File: src/rtl/usbesc_consts.vh
// usbesc_consts.vh: constants of the endpoint stall and handshake block
// assumes inclusion by bare name from the block's design files
`ifndef USBESC_CONSTS_VH
`define USBESC_CONSTS_VH
// register byte offsets
`define USBESC_DEV_CTRL_OFS 8'h00
`define USBESC_DEV_STAT_OFS 8'h04
`define USBESC_EP_TYPE_OFS 8'h08
`define USBESC_EP_BASE_OFS 2'h1
`define USBESC_EP_STAT_SUB 2'h0
`define USBESC_EP_CLR_SUB 2'h1
`define USBESC_EP_SET_SUB 2'h2
// field positions
`define USBESC_RMW_BIT 0
`define USBESC_EOR_BIT 0
`define USBESC_IN_RDY_BIT 0
`define USBESC_OUT_RCV_BIT 1
`define USBESC_SETUP_RCV_BIT 2
`define USBESC_STALL_SENT_BIT 3
`define USBESC_READ_WRITE_ALLOWED_BIT 4
`define USBESC_STALL_RQ_BIT 5
`define USBESC_FIFOCTL_BIT 6
`define USBESC_STALL_SET_BIT 0
`define USBESC_STALL_CLR_BIT 1
// reset values
`define USBESC_EP_TYPE_RST 4'h1
`define USBESC_IN_RDY_RST 1'b1
// token types
`define USBESC_TOK_OUT 2'h0
`define USBESC_TOK_IN 2'h1
`define USBESC_TOK_SETUP 2'h2
// handshake answers
`define USBESC_HS_NONE 3'h0
`define USBESC_HS_ACK 3'h1
`define USBESC_HS_NAK 3'h2
`define USBESC_HS_STALL 3'h3
`define USBESC_HS_DATA 3'h4
// timing
`define USBESC_CLK_MHZ 40
`define USBESC_RESUME_US 2000
`define USBESC_RESUME_CYCLES (`USBESC_RESUME_US * `USBESC_CLK_MHZ)
`endif

File: src/rtl/usbesc_ep_cell.v
// usbesc_ep_cell: flags and handshake choice of one endpoint
// assumes token hit and firmware strobes are one-cycle pulses on clk_i
`timescale 1ns/1ps
`default_nettype none
`include "usbesc_consts.vh"
module usbesc_ep_cell (
   // clock and reset
   input wire clk_i,
   input wire sys_rst_i,
   // configuration
   input wire ctrl_ep_i,
   // token from the bus side
   input wire tok_hit_i,
   input wire [1:0] tok_type_i,
   input wire retry_i,
   // firmware strobes
   input wire [3:0] flag_clr_i,
   input wire stall_set_i,
   input wire stall_clr_i,
   // state
   output wire [3:0] flags_o,
   output wire stall_rq_o,
   output reg [2:0] resp_o
);
   reg [3:0] flags_ff;
   reg [3:0] nxt_flags;
   reg stall_rq_ff;
   reg nxt_stall_rq;
   reg [3:0] hw_set;
   wire setup_hit;
   wire need_retry;

   assign flags_o = flags_ff;
   assign stall_rq_o = stall_rq_ff;
   assign setup_hit = tok_hit_i & ctrl_ep_i & (tok_type_i == `USBESC_TOK_SETUP);
   // busy bank or engine retry forces a retry
   assign need_retry = retry_i |
      ((tok_type_i == `USBESC_TOK_OUT) & (flags_ff[`USBESC_OUT_RCV_BIT] | flags_ff[`USBESC_SETUP_RCV_BIT])) |
      ((tok_type_i == `USBESC_TOK_IN) & flags_ff[`USBESC_IN_RDY_BIT]);

   always @* begin
      resp_o = `USBESC_HS_NONE;
      hw_set = 4'h0;
      if (setup_hit) begin
         resp_o = `USBESC_HS_ACK;
         hw_set[`USBESC_SETUP_RCV_BIT] = 1'b1;
      end else if (tok_hit_i && ((tok_type_i == `USBESC_TOK_OUT) || (tok_type_i == `USBESC_TOK_IN))) begin
         if (need_retry) begin
            resp_o = `USBESC_HS_NAK;
         end else if (stall_rq_ff) begin
            resp_o = `USBESC_HS_STALL;
            hw_set[`USBESC_STALL_SENT_BIT] = 1'b1;
         end else if (tok_type_i == `USBESC_TOK_OUT) begin
            resp_o = `USBESC_HS_ACK;
            hw_set[`USBESC_OUT_RCV_BIT] = 1'b1;
         end else begin
            resp_o = `USBESC_HS_DATA;
            hw_set[`USBESC_IN_RDY_BIT] = 1'b1;
         end
      end
   end

   always @* begin
      // hardware set wins over firmware clear
      nxt_flags = (flags_ff & ~flag_clr_i) | hw_set;
      if (setup_hit) begin
         nxt_flags[`USBESC_STALL_SENT_BIT] = 1'b0;
      end
      nxt_stall_rq = stall_rq_ff;
      if (stall_clr_i || setup_hit) begin
         nxt_stall_rq = 1'b0;
      end
      if (stall_set_i) begin
         nxt_stall_rq = 1'b1;
      end
   end

   always @(posedge clk_i or posedge sys_rst_i) begin
      if (sys_rst_i) begin
         flags_ff <= {3'h0, `USBESC_IN_RDY_RST};
         stall_rq_ff <= 1'b0;
      end else begin
         flags_ff <= nxt_flags;
         stall_rq_ff <= nxt_stall_rq;
      end
   end
endmodule // usbesc_ep_cell
`default_nettype wire

File: src/rtl/usbesc_resume.v
// usbesc_resume: remote wakeup drive and end-of-resume flag
// assumes end-of-resume detection arrives as a one-cycle pulse
`timescale 1ns/1ps
`default_nettype none
`include "usbesc_consts.vh"
module usbesc_resume #(
   parameter RESUME_CYCLES = `USBESC_RESUME_CYCLES
) (
   // clock and reset
   input wire clk_i,
   input wire sys_rst_i,
   // firmware strobes
   input wire rmw_set_i,
   input wire eor_clr_i,
   // bus side
   input wire eor_det_i,
   // state
   output wire rmw_o,
   output wire resume_drive_o,
   output wire eor_flag_o
);
   reg rmw_ff;
   reg drive_ff;
   reg eor_ff;
   reg [31:0] cnt_ff;
   wire cnt_done;

   assign rmw_o = rmw_ff;
   assign resume_drive_o = drive_ff;
   assign eor_flag_o = eor_ff;
   assign cnt_done = (cnt_ff == 32'h00000001);

   always @(posedge clk_i or posedge sys_rst_i) begin
      if (sys_rst_i) begin
         rmw_ff <= 1'b0;
         drive_ff <= 1'b0;
         cnt_ff <= 32'h00000000;
         eor_ff <= 1'b0;
      end else begin
         if (rmw_set_i && !rmw_ff) begin
            rmw_ff <= 1'b1;
            drive_ff <= 1'b1;
            cnt_ff <= RESUME_CYCLES;
         end else if (drive_ff) begin
            cnt_ff <= cnt_ff - 32'h00000001;
            if (cnt_done) begin
               drive_ff <= 1'b0;
               rmw_ff <= 1'b0;
            end
         end
         eor_ff <= eor_det_i | (eor_ff & ~eor_clr_i);
      end
   end
endmodule // usbesc_resume
`default_nettype wire

File: src/rtl/usbesc_top.v
// usbesc_top: usb device endpoint stall, setup and bank handshake control
// assumes a protocol engine presents decoded tokens and firmware a simple register port
// Functional notes
// - writing one to an endpoint's stall set bit raises its stall request and stalls the next out or in request that needs no retry.
// - while the stall request stands every following out or in request needing no retry is answered with stall and sets no data flag.
// - the stall request drops on a write of one to stall clear or, on control endpoints, on a new setup.
// - every stall handshake sent sets the stall sent flag and raises the endpoint interrupt.
// - a setup on a stalled control endpoint sets setup received, clears stall request and stall sent, and is acked.
// - a needed retry wins over stall; stall goes out only when requested and no retry is needed.
// - a setup on a control endpoint is always acked and sets setup received while out received is left alone.
// - on control endpoints the fifo control and read write allowed bits always read zero.
// - setup received is set by hardware and cleared by firmware, which frees the bank.
// - out received is set when an out packet is stored and cleared by firmware, which frees the bank.
// - in bank ready is set when an in token is answered with data, freeing the bank, and cleared by firmware to send the next packet.
// - the remote wakeup request bit clears itself when the driven resume has ended.
// - a detected end of resume sets the end of resume flag.
`timescale 1ns/1ps
`default_nettype none
`include "usbesc_consts.vh"
module usbesc_top #(
   parameter NEP = 4,
   parameter RESUME_CYCLES = `USBESC_RESUME_CYCLES
) (
   // clock and reset
   input wire clk_i,
   input wire sys_rst_i,
   // register port
   input wire [7:0] reg_addr_i,
   input wire [31:0] reg_wdata_i,
   input wire reg_wr_i,
   input wire reg_rd_i,
   output reg [31:0] reg_rdata_o,
   // token from protocol engine
   input wire tok_valid_i,
   input wire [1:0] tok_ep_i,
   input wire [1:0] tok_type_i,
   input wire tok_retry_i,
   // handshake answer
   output reg hs_valid_o,
   output reg [2:0] hs_code_o,
   output reg [1:0] hs_ep_o,
   // interrupts and resume
   output reg [NEP-1:0] endpoint_interrupt_o,
   input wire eor_det_i,
   output wire resume_drive_o
);
   reg [3:0] ep_type_ff;
   wire [3:0] cell_flags [0:NEP-1];
   wire [NEP-1:0] cell_stall_rq;
   wire [2:0] cell_resp [0:NEP-1];
   wire [NEP-1:0] ep_irq;
   wire ep_region;
   wire [1:0] ep_idx;
   wire [1:0] ep_sub;
   wire dev_ctrl_wr;
   wire dev_stat_wr;
   wire rmw;
   wire eor_flag;
   reg [2:0] nxt_code;
   reg [31:0] nxt_rdata;
   reg [6:0] ep_stat;
   integer k;
   integer j;

   assign ep_region = (reg_addr_i[7:6] == `USBESC_EP_BASE_OFS);
   assign ep_idx = reg_addr_i[5:4];
   assign ep_sub = reg_addr_i[3:2];
   assign dev_ctrl_wr = reg_wr_i & (reg_addr_i == `USBESC_DEV_CTRL_OFS);
   assign dev_stat_wr = reg_wr_i & (reg_addr_i == `USBESC_DEV_STAT_OFS);

   genvar g;
   generate
      for (g = 0; g < NEP; g = g + 1) begin : g_ep
         wire sel;
         wire clr_wr;
         wire set_wr;
         assign sel = ep_region & (ep_idx == g);
         assign clr_wr = reg_wr_i & sel & (ep_sub == `USBESC_EP_CLR_SUB);
         assign set_wr = reg_wr_i & sel & (ep_sub == `USBESC_EP_SET_SUB);
         usbesc_ep_cell u_cell (
            .clk_i(clk_i),
            .sys_rst_i(sys_rst_i),
            .ctrl_ep_i(ep_type_ff[g]),
            .tok_hit_i(tok_valid_i & (tok_ep_i == g)),
            .tok_type_i(tok_type_i),
            .retry_i(tok_retry_i),
            .flag_clr_i(clr_wr ? reg_wdata_i[3:0] : 4'h0),
            .stall_set_i(set_wr & reg_wdata_i[`USBESC_STALL_SET_BIT]),
            .stall_clr_i(set_wr & reg_wdata_i[`USBESC_STALL_CLR_BIT]),
            .flags_o(cell_flags[g]),
            .stall_rq_o(cell_stall_rq[g]),
            .resp_o(cell_resp[g])
         );
         assign ep_irq[g] = |cell_flags[g];
      end
   endgenerate

   usbesc_resume #(
      .RESUME_CYCLES(RESUME_CYCLES)
   ) u_resume (
      .clk_i(clk_i),
      .sys_rst_i(sys_rst_i),
      .rmw_set_i(dev_ctrl_wr & reg_wdata_i[`USBESC_RMW_BIT]),
      .eor_clr_i(dev_stat_wr & reg_wdata_i[`USBESC_EOR_BIT]),
      .eor_det_i(eor_det_i),
      .rmw_o(rmw),
      .resume_drive_o(resume_drive_o),
      .eor_flag_o(eor_flag)
   );

   // answer of the addressed endpoint
   always @* begin
      nxt_code = `USBESC_HS_NONE;
      for (k = 0; k < NEP; k = k + 1) begin
         if (tok_ep_i == k) begin
            nxt_code = cell_resp[k];
         end
      end
   end

   // read multiplexer
   always @* begin
      nxt_rdata = 32'h00000000;
      ep_stat = 7'h00;
      for (j = 0; j < NEP; j = j + 1) begin
         if (ep_idx == j) begin
            ep_stat[3:0] = cell_flags[j];
            ep_stat[`USBESC_STALL_RQ_BIT] = cell_stall_rq[j];
            // control endpoints leave both bank bits at zero
            if (!ep_type_ff[j]) begin
               ep_stat[`USBESC_READ_WRITE_ALLOWED_BIT] = cell_flags[j][`USBESC_OUT_RCV_BIT];
               ep_stat[`USBESC_FIFOCTL_BIT] = cell_flags[j][`USBESC_OUT_RCV_BIT];
            end
         end
      end
      if (ep_region) begin
         if (ep_sub == `USBESC_EP_STAT_SUB) begin
            nxt_rdata = {25'h0, ep_stat};
         end
      end else if (reg_addr_i == `USBESC_DEV_CTRL_OFS) begin
         nxt_rdata = {31'h0, rmw};
      end else if (reg_addr_i == `USBESC_DEV_STAT_OFS) begin
         nxt_rdata = {31'h0, eor_flag};
      end else if (reg_addr_i == `USBESC_EP_TYPE_OFS) begin
         nxt_rdata = {28'h0000000, ep_type_ff};
      end
   end

   always @(posedge clk_i or posedge sys_rst_i) begin
      if (sys_rst_i) begin
         ep_type_ff <= `USBESC_EP_TYPE_RST;
         reg_rdata_o <= 32'h00000000;
         hs_valid_o <= 1'b0;
         hs_code_o <= `USBESC_HS_NONE;
         hs_ep_o <= 2'h0;
         endpoint_interrupt_o <= {NEP{1'b0}};
      end else begin
         if (reg_wr_i && (reg_addr_i == `USBESC_EP_TYPE_OFS)) begin
            ep_type_ff <= reg_wdata_i[3:0];
         end
         reg_rdata_o <= reg_rd_i ? nxt_rdata : 32'h00000000;
         hs_valid_o <= tok_valid_i & (nxt_code != `USBESC_HS_NONE);
         hs_code_o <= tok_valid_i ? nxt_code : `USBESC_HS_NONE;
         hs_ep_o <= tok_ep_i;
         endpoint_interrupt_o <= ep_irq;
      end
   end
endmodule // usbesc_top
`default_nettype wire

File: config.mk
export PLATFORM = sky130hd
export DESIGN_NAME = usbesc_top
export DESIGN_NICKNAME = d
export VERILOG_FILES = /design/src/rtl/usbesc_ep_cell.v /design/src/rtl/usbesc_resume.v /design/src/rtl/usbesc_top.v
export VERILOG_INCLUDE_DIRS = /design/src /design/src/rtl
export SDC_FILE = /design/constraint.sdc
export NUM_CORES = 1
export LEC_CHECK = 0
export BUFFER_PORTS_ARGS = -buffer_cell sky130_fd_sc_hd__buf_4
export CAP_MARGIN = 10
export CORE_ASPECT_RATIO = 1.5
export CORE_MARGIN = 5
export CORE_UTILIZATION = 35
export CTS_CLUSTER_DIAMETER = 30
export DETAILED_ROUTE_END_ITERATION = 7
export PLACE_DENSITY_LB_ADDON = 0.2
export SETUP_SLACK_MARGIN = 0.5
export SYNTH_ARGS = -nofsm -noshare
export SYNTH_HDL_FRONTEND = slang
export SYNTH_SLANG_ARGS = --single-unit
File: constraint.sdc
create_clock -name clk_i -period 3.1 [get_ports clk_i]
set_input_delay 0.31 -clock clk_i [delete_from_list [all_inputs] [get_ports clk_i]]
set_output_delay 0.31 -clock clk_i [all_outputs]
set_load 0.005 [all_outputs]
Word-level counts from Yosys, hierarchy flattened

Cells that the tools add are included.

Register bits: 101
Logic and storage cells: 239
Input port bits: 51
Output and inout bits: 43

Bitwise logic cells: 76
$add $sub $neg: 1
Equal/unequal tests: 14
Muxes and demuxes: 101
Reduce and logical (&&, ||, !) cells: 29

Operators with widths:

| cell                                               | count |
|---|---|
| 2-to-1 mux 32 bit                                  | 4 |
| 2-to-1 mux 3 bit                                   | 22 |
| AND 1 bit                                          | 50 |
| 2-to-1 mux 1 bit                                   | 47 |
| 2-to-1 mux 7 bit                                   | 5 |
| == test 32 x 1 -> 1 bit, second input constant     | 1 |
| 2-to-1 mux 2 bit                                   | 16 |
| subtractor 32 x 1 -> 32 bit, second input constant | 1 |
| 2-to-1 mux 4 bit                                   | 7 |
| AND 4 bit                                          | 4 |
| inverter 4 bit                                     | 4 |
| OR 4 bit                                           | 4 |
| OR reduction 4 bit                                 | 4 |
| OR 1 bit                                           | 13 |
| == test 2 bit, second input constant               | 6 |
| nonzero test 2 bit                                 | 6 |
| == test 2 x 1 -> 1 bit, second input constant      | 5 |
| == test 8 x 3 -> 1 bit, second input constant      | 1 |
| == test 8 x 4 -> 1 bit, second input constant      | 1 |
| zero test 2 bit                                    | 4 |
| zero test 8 bit                                    | 1 |
| logical AND 1 bit                                  | 6 |
| logical OR 1 bit                                   | 5 |
| nonzero test 3 bit                                 | 1 |
| 3 further kinds                                    | 3 |

Depth between registers and ports, before layout

Depth after elaboration: 13
Gate-level depth with buffers: 8
Gate-level depth less buffers: 7

By module

A second synthesis with hierarchy kept.

Cell total of the unflattened synthesis: 445
Area, all modules: 4,413.0 µm²

Modules (own cells, without submodules):

| module         | instances | area an instance (µm²) | seq. area each (µm²) | cells each |
|---|---|---|---|---|
| usbesc_resume  | 1         | 1,858.0                | 875.8                | 193 |
| usbesc_top     | 1         | 1,423.9                | 501.7                | 144 |
| usbesc_ep_cell | 4         | 282.8                  | 126.4                | 27 |

Least setup slack after synthesis

OpenSTA, ideal clock, no wires.

Path kind: register to register
Start point: register u_resume.cnt_ff[4]
End point: register u_resume.rmw_ff, in the netlist u_resume.rmw_o
Period minus slack after synthesis: 1.943 ns
Data arrival time: 1.814 ns
Cell stages (with the launch flop): 7
Buffers on the path: 1
Slack: 1.157 ns
Required time: 2.971 ns
Library setup time: 0.129 ns
Cells stage by stage: dfrtp_1 > or4_4 > nor4_4 > buf_4 > nand2_1 > nor4b_2 > a21oi_1

Longest elaborated chain between the ends: 3

RTL lines:

| element                              | RTL line           | source |
|---|---|---|
| from (decl)                          | usbesc_resume.v:25 | `reg [31:0] cnt_ff;` |
| from (signal assigned)               | usbesc_resume.v:45 | `cnt_ff <= cnt_ff - 32'h00000001;` |
| == test 32 x 1 -> 1 bit              | usbesc_resume.v:31 | `assign cnt_done = (cnt_ff == 32'h00000001);` |
| nonzero test 2 bit (no source line)  | n/a                |  |
| AND reduction 2 bit (no source line) | n/a                |  |
| to (signal assigned)                 | usbesc_resume.v:35 | `rmw_ff <= 1'b0;` |
| to (signal assigned)                 | usbesc_resume.v:41 | `rmw_ff <= 1'b1;` |
| to (signal assigned)                 | usbesc_resume.v:48 | `rmw_ff <= 1'b0;` |
| to (decl)                            | usbesc_resume.v:22 | `reg rmw_ff;` |

No other way between the ends.
A chain may end at the register's enable or synchronous reset.

Worst setup path in the final report

Start point: register u_resume.cnt_ff[4]
End point: register u_resume.cnt_ff[25]

Longest elaborated chain between the ends: 3

RTL lines:

| element                     | RTL line           | source |
|---|---|---|
| subtractor 32 x 1 -> 32 bit | usbesc_resume.v:45 |  |
| 2-to-1 mux 32 bit           | usbesc_resume.v:44 | `end else if (drive_ff) begin` |
| 2-to-1 mux 32 bit           | usbesc_resume.v:40 | `if (rmw_set_i && !rmw_ff) begin` |

No other way between the ends. The select of a mux whose other input is x is not followed.

==> out/results.ini <==
[sta]
layout_worst_path_cycle_share = 0.764
final_hold_viol_count = 0
finalCriticalPeriod_ns = 2.37
rsz0062_at_grt = false
relSlewSlack = 0.381
tightest_slew_ns = 0.926
finClkSkew_ns = 0.00645
tns_ns = 0
finalSetupViolCount = 0
finalMaxSlewViolations = 0
fmax_mhz = 422

[yosys]
synth_top_area_frac = 0.413
synth.cell_area_mm2 = 0.00424
yosysSeqAreaShare = 0.444
syn_inst = 428
async_reset_ff_frac = 1.00
postSynth.topFlopCell = dfrtp_1
yosysTopAreaCell = dfrtp_1
synth.top_cells.by_area = dfrtp_1 (41%), buf_4 (5.7%), nor2_1 (3.9%)
synth-edff-count = 0
synthTopCellsByCount = dfrtp_1 (70), nor2_1 (44), buf_4 (32), nand2_1 (28), nor3_1 (20)
yosys_warnings = 0
avgSynthCellArea_um2 = 9.90
synth_most_common_cell = dfrtp_1
ys_ff_latch = 75
synth.distinct_cells = 65

[clocking]
path_clk_slew_ns = 0.06
cts_hold_buf = 0
cts_resized = 0
clockBufferDepth = 2
cts-root-buf = clkbuf_16
clock_latency_ns = 0.33
cts_tree = built
cts_made_buffers = 9
cts_setup_buffers = 0
htree_levels = 3
cts_num_sinks = 75

[critical_path]
crit_fanout = 11
rr_endpoint = u_resume.cnt_ff[25]
reg2reg_setup_slack_ns = 0.73
max_stage_delay_ns = 0.60
critPathLaunch = u_resume.cnt_ff[4]
slowest_stage = or4_4
rr_startpoint = u_resume.cnt_ff[4]
required_ns = 3.37
crit_type = flip-flop to flip-flop
cp.arrival_ns = 2.64
start_kind = flip-flop
cp-end-kind = flip-flop
crit_chain = or4_4, nor4_4, nand3_2, or4b_1, nand2_1
worst_r2r_path_depth = 5

[detailed_routing]
wl_per_cell_um = 17.7
drt_iter0_markers = 146
wl_um = 11000
via_per_inst = 5.38
first_pass_iters = 4
drc = 0
ant_nets = 0
routed-via-count = 3340

[floorplanning]
ios = 94
die_area_mm2 = 0.0144
core_mm2 = 0.0120
die_h_um = 145
die_x_um = 99.8
initial_core_util = 0.354
rows = 49

[global_routing]
grt_pass1_vias = 3466
antenna_found_initial = 0
overflow = 0
grt_pass1_wl_um = 18300
track_usage = 0.163
grt_max_degree = 29

[final_layout]
drive_gt1_frac = 0.179
fin_nets = 516
synthToLayoutAreaGrowth_pct = 15.1
fill_cells = 1222
multi_input_area_mm2 = 0.00210
diodes = 0
seq_area_mm2 = 0.00188

[placement]
post-dp-hpwl_um = 8300
io_buffer_count = 40
gp_congestion = 0.927

[pwr]
p_total_uw = 2640
ir_drop_v = 0.000370
leakage_uw = 0.00197
p_per_area_mw_per_mm2 = 540

[min_path]
hold_path_class = input port to asynchronous set/reset pin

[flow_run]
cap_violations = 0

[run_status]
status = completed

layout by cell type, fill, tap and decap left out, drive strengths merged, types with 9 or more instances in the layout:
cell and n:
nand2 29, and3 9, nor2b 18, inv 12, dfrtp 70, a21oi 11
nand3 14, buf 45, o21ai 9, conb 25, or4 11, nor2 44
xor2 18, nor4 10, nor3 22, nand4 11, a21o 10, clkbuf 10
critical path: cells and delay by family (launching register included):
kind,cells,cell delay (ns)
DFF,1,0.43
and+or+nand+nor,5,1.87
report_power, final:
part	total, µW	internal [µW]	switching [µW]
clock	1120	706	410
combinational	333	159	174
sequential	1190	1080	106
final cells by class:
| class | count | share of cell area |
|---|---|---|
| Multi-Input combinational cell | 320 | 0.431 |
| Tap cell | 153 | 0.0393 |
| Sequential cell | 75 | 0.386 |
| Inverter | 12 | 0.00924 |
| Clock inverter | 6 | 0.0185 |
| Timing Repair Buffer | 45 | 0.0693 |
| Clock buffer | 10 | 0.0469 |
flip-flops by register name, summed over array words and instances, names as in the netlist:
| register | flops |
|---|---|
| reg_rdata_o | 6 |
| hs_valid_o | 1 |
| ep_type_ff | 4 |
| endpoint_interrupt_o | 4 |
| hs_code_o | 3 |
| hs_ep_o | 2 |
| u_resume.eor_flag_o | 1 |
| u_resume.rmw_o | 1 |
| g_ep.u_cell.stall_rq_o | 4 |
| u_resume.cnt_ff | 32 |
| u_resume.resume_drive_o | 1 |
| g_ep.u_cell.flags_o | 16 |
per-stage QoR:
stage | hold WS (ns) | instance area (µm²) | cells | util | worst slack [ns]
floorplan | 0.341 | 4330 | 452 | - | 0.888
global placement | 0.392 | 4560 | 605 | 0.381 | 0.757
detailed placement | 0.388 | 4560 | 605 | 0.381 | 0.725
CTS | 0.0264 | 4880 | 621 | 0.408 | 0.713
global route | 0.0478 | 4880 | 621 | 0.408 | 0.546
finish | 0.0202 | 4880 | 621 | 0.408 | 0.732
kinds of logic (layout without fill, tap and decap cells):
| family | after synthesis | in the layout | share of synthesized area |
|---|---|---|---|
| AO/OA/AOI/OAI | 66 | 66 | 0.112 |
| XOR/XNOR | 25 | 25 | 0.0517 |
| adder cells (fa/ha/maj) | 2 | 2 | 0.00591 |
| buffers and inverters | 57 | 73 | 0.0809 |
| flip-flops | 75 | 75 | 0.444 |
| multiplexers | 10 | 10 | 0.0393 |
| other | 1 | 25 | 0.000885 |
| AND/OR/NAND/NOR | 192 | 192 | 0.265 |
metal layers:
| layer | part of all wire | global-route usage |
|---|---|---|
| met2 | 0.53 | 0.280 |
| met4 | 0.035 | 0.0842 |
| met3 | 0.036 | 0.0312 |
| met5 | 0 | 0 |
| met1 | 0.40 | 0.192 |
worst max-delay path by stage:
stage / end / slack (ns)
after floorplan: endpoint_interrupt_o[0] / 0.89
after global placement: u_resume.cnt_ff[25] / 0.76
after detailed placement: u_resume.cnt_ff[25] / 0.73
after CTS: u_resume.cnt_ff[25] / 0.71
after global routing: u_resume.cnt_ff[25] / 0.55
final: u_resume.cnt_ff[25] / 0.73
Power figures use the tool's default switching activity.
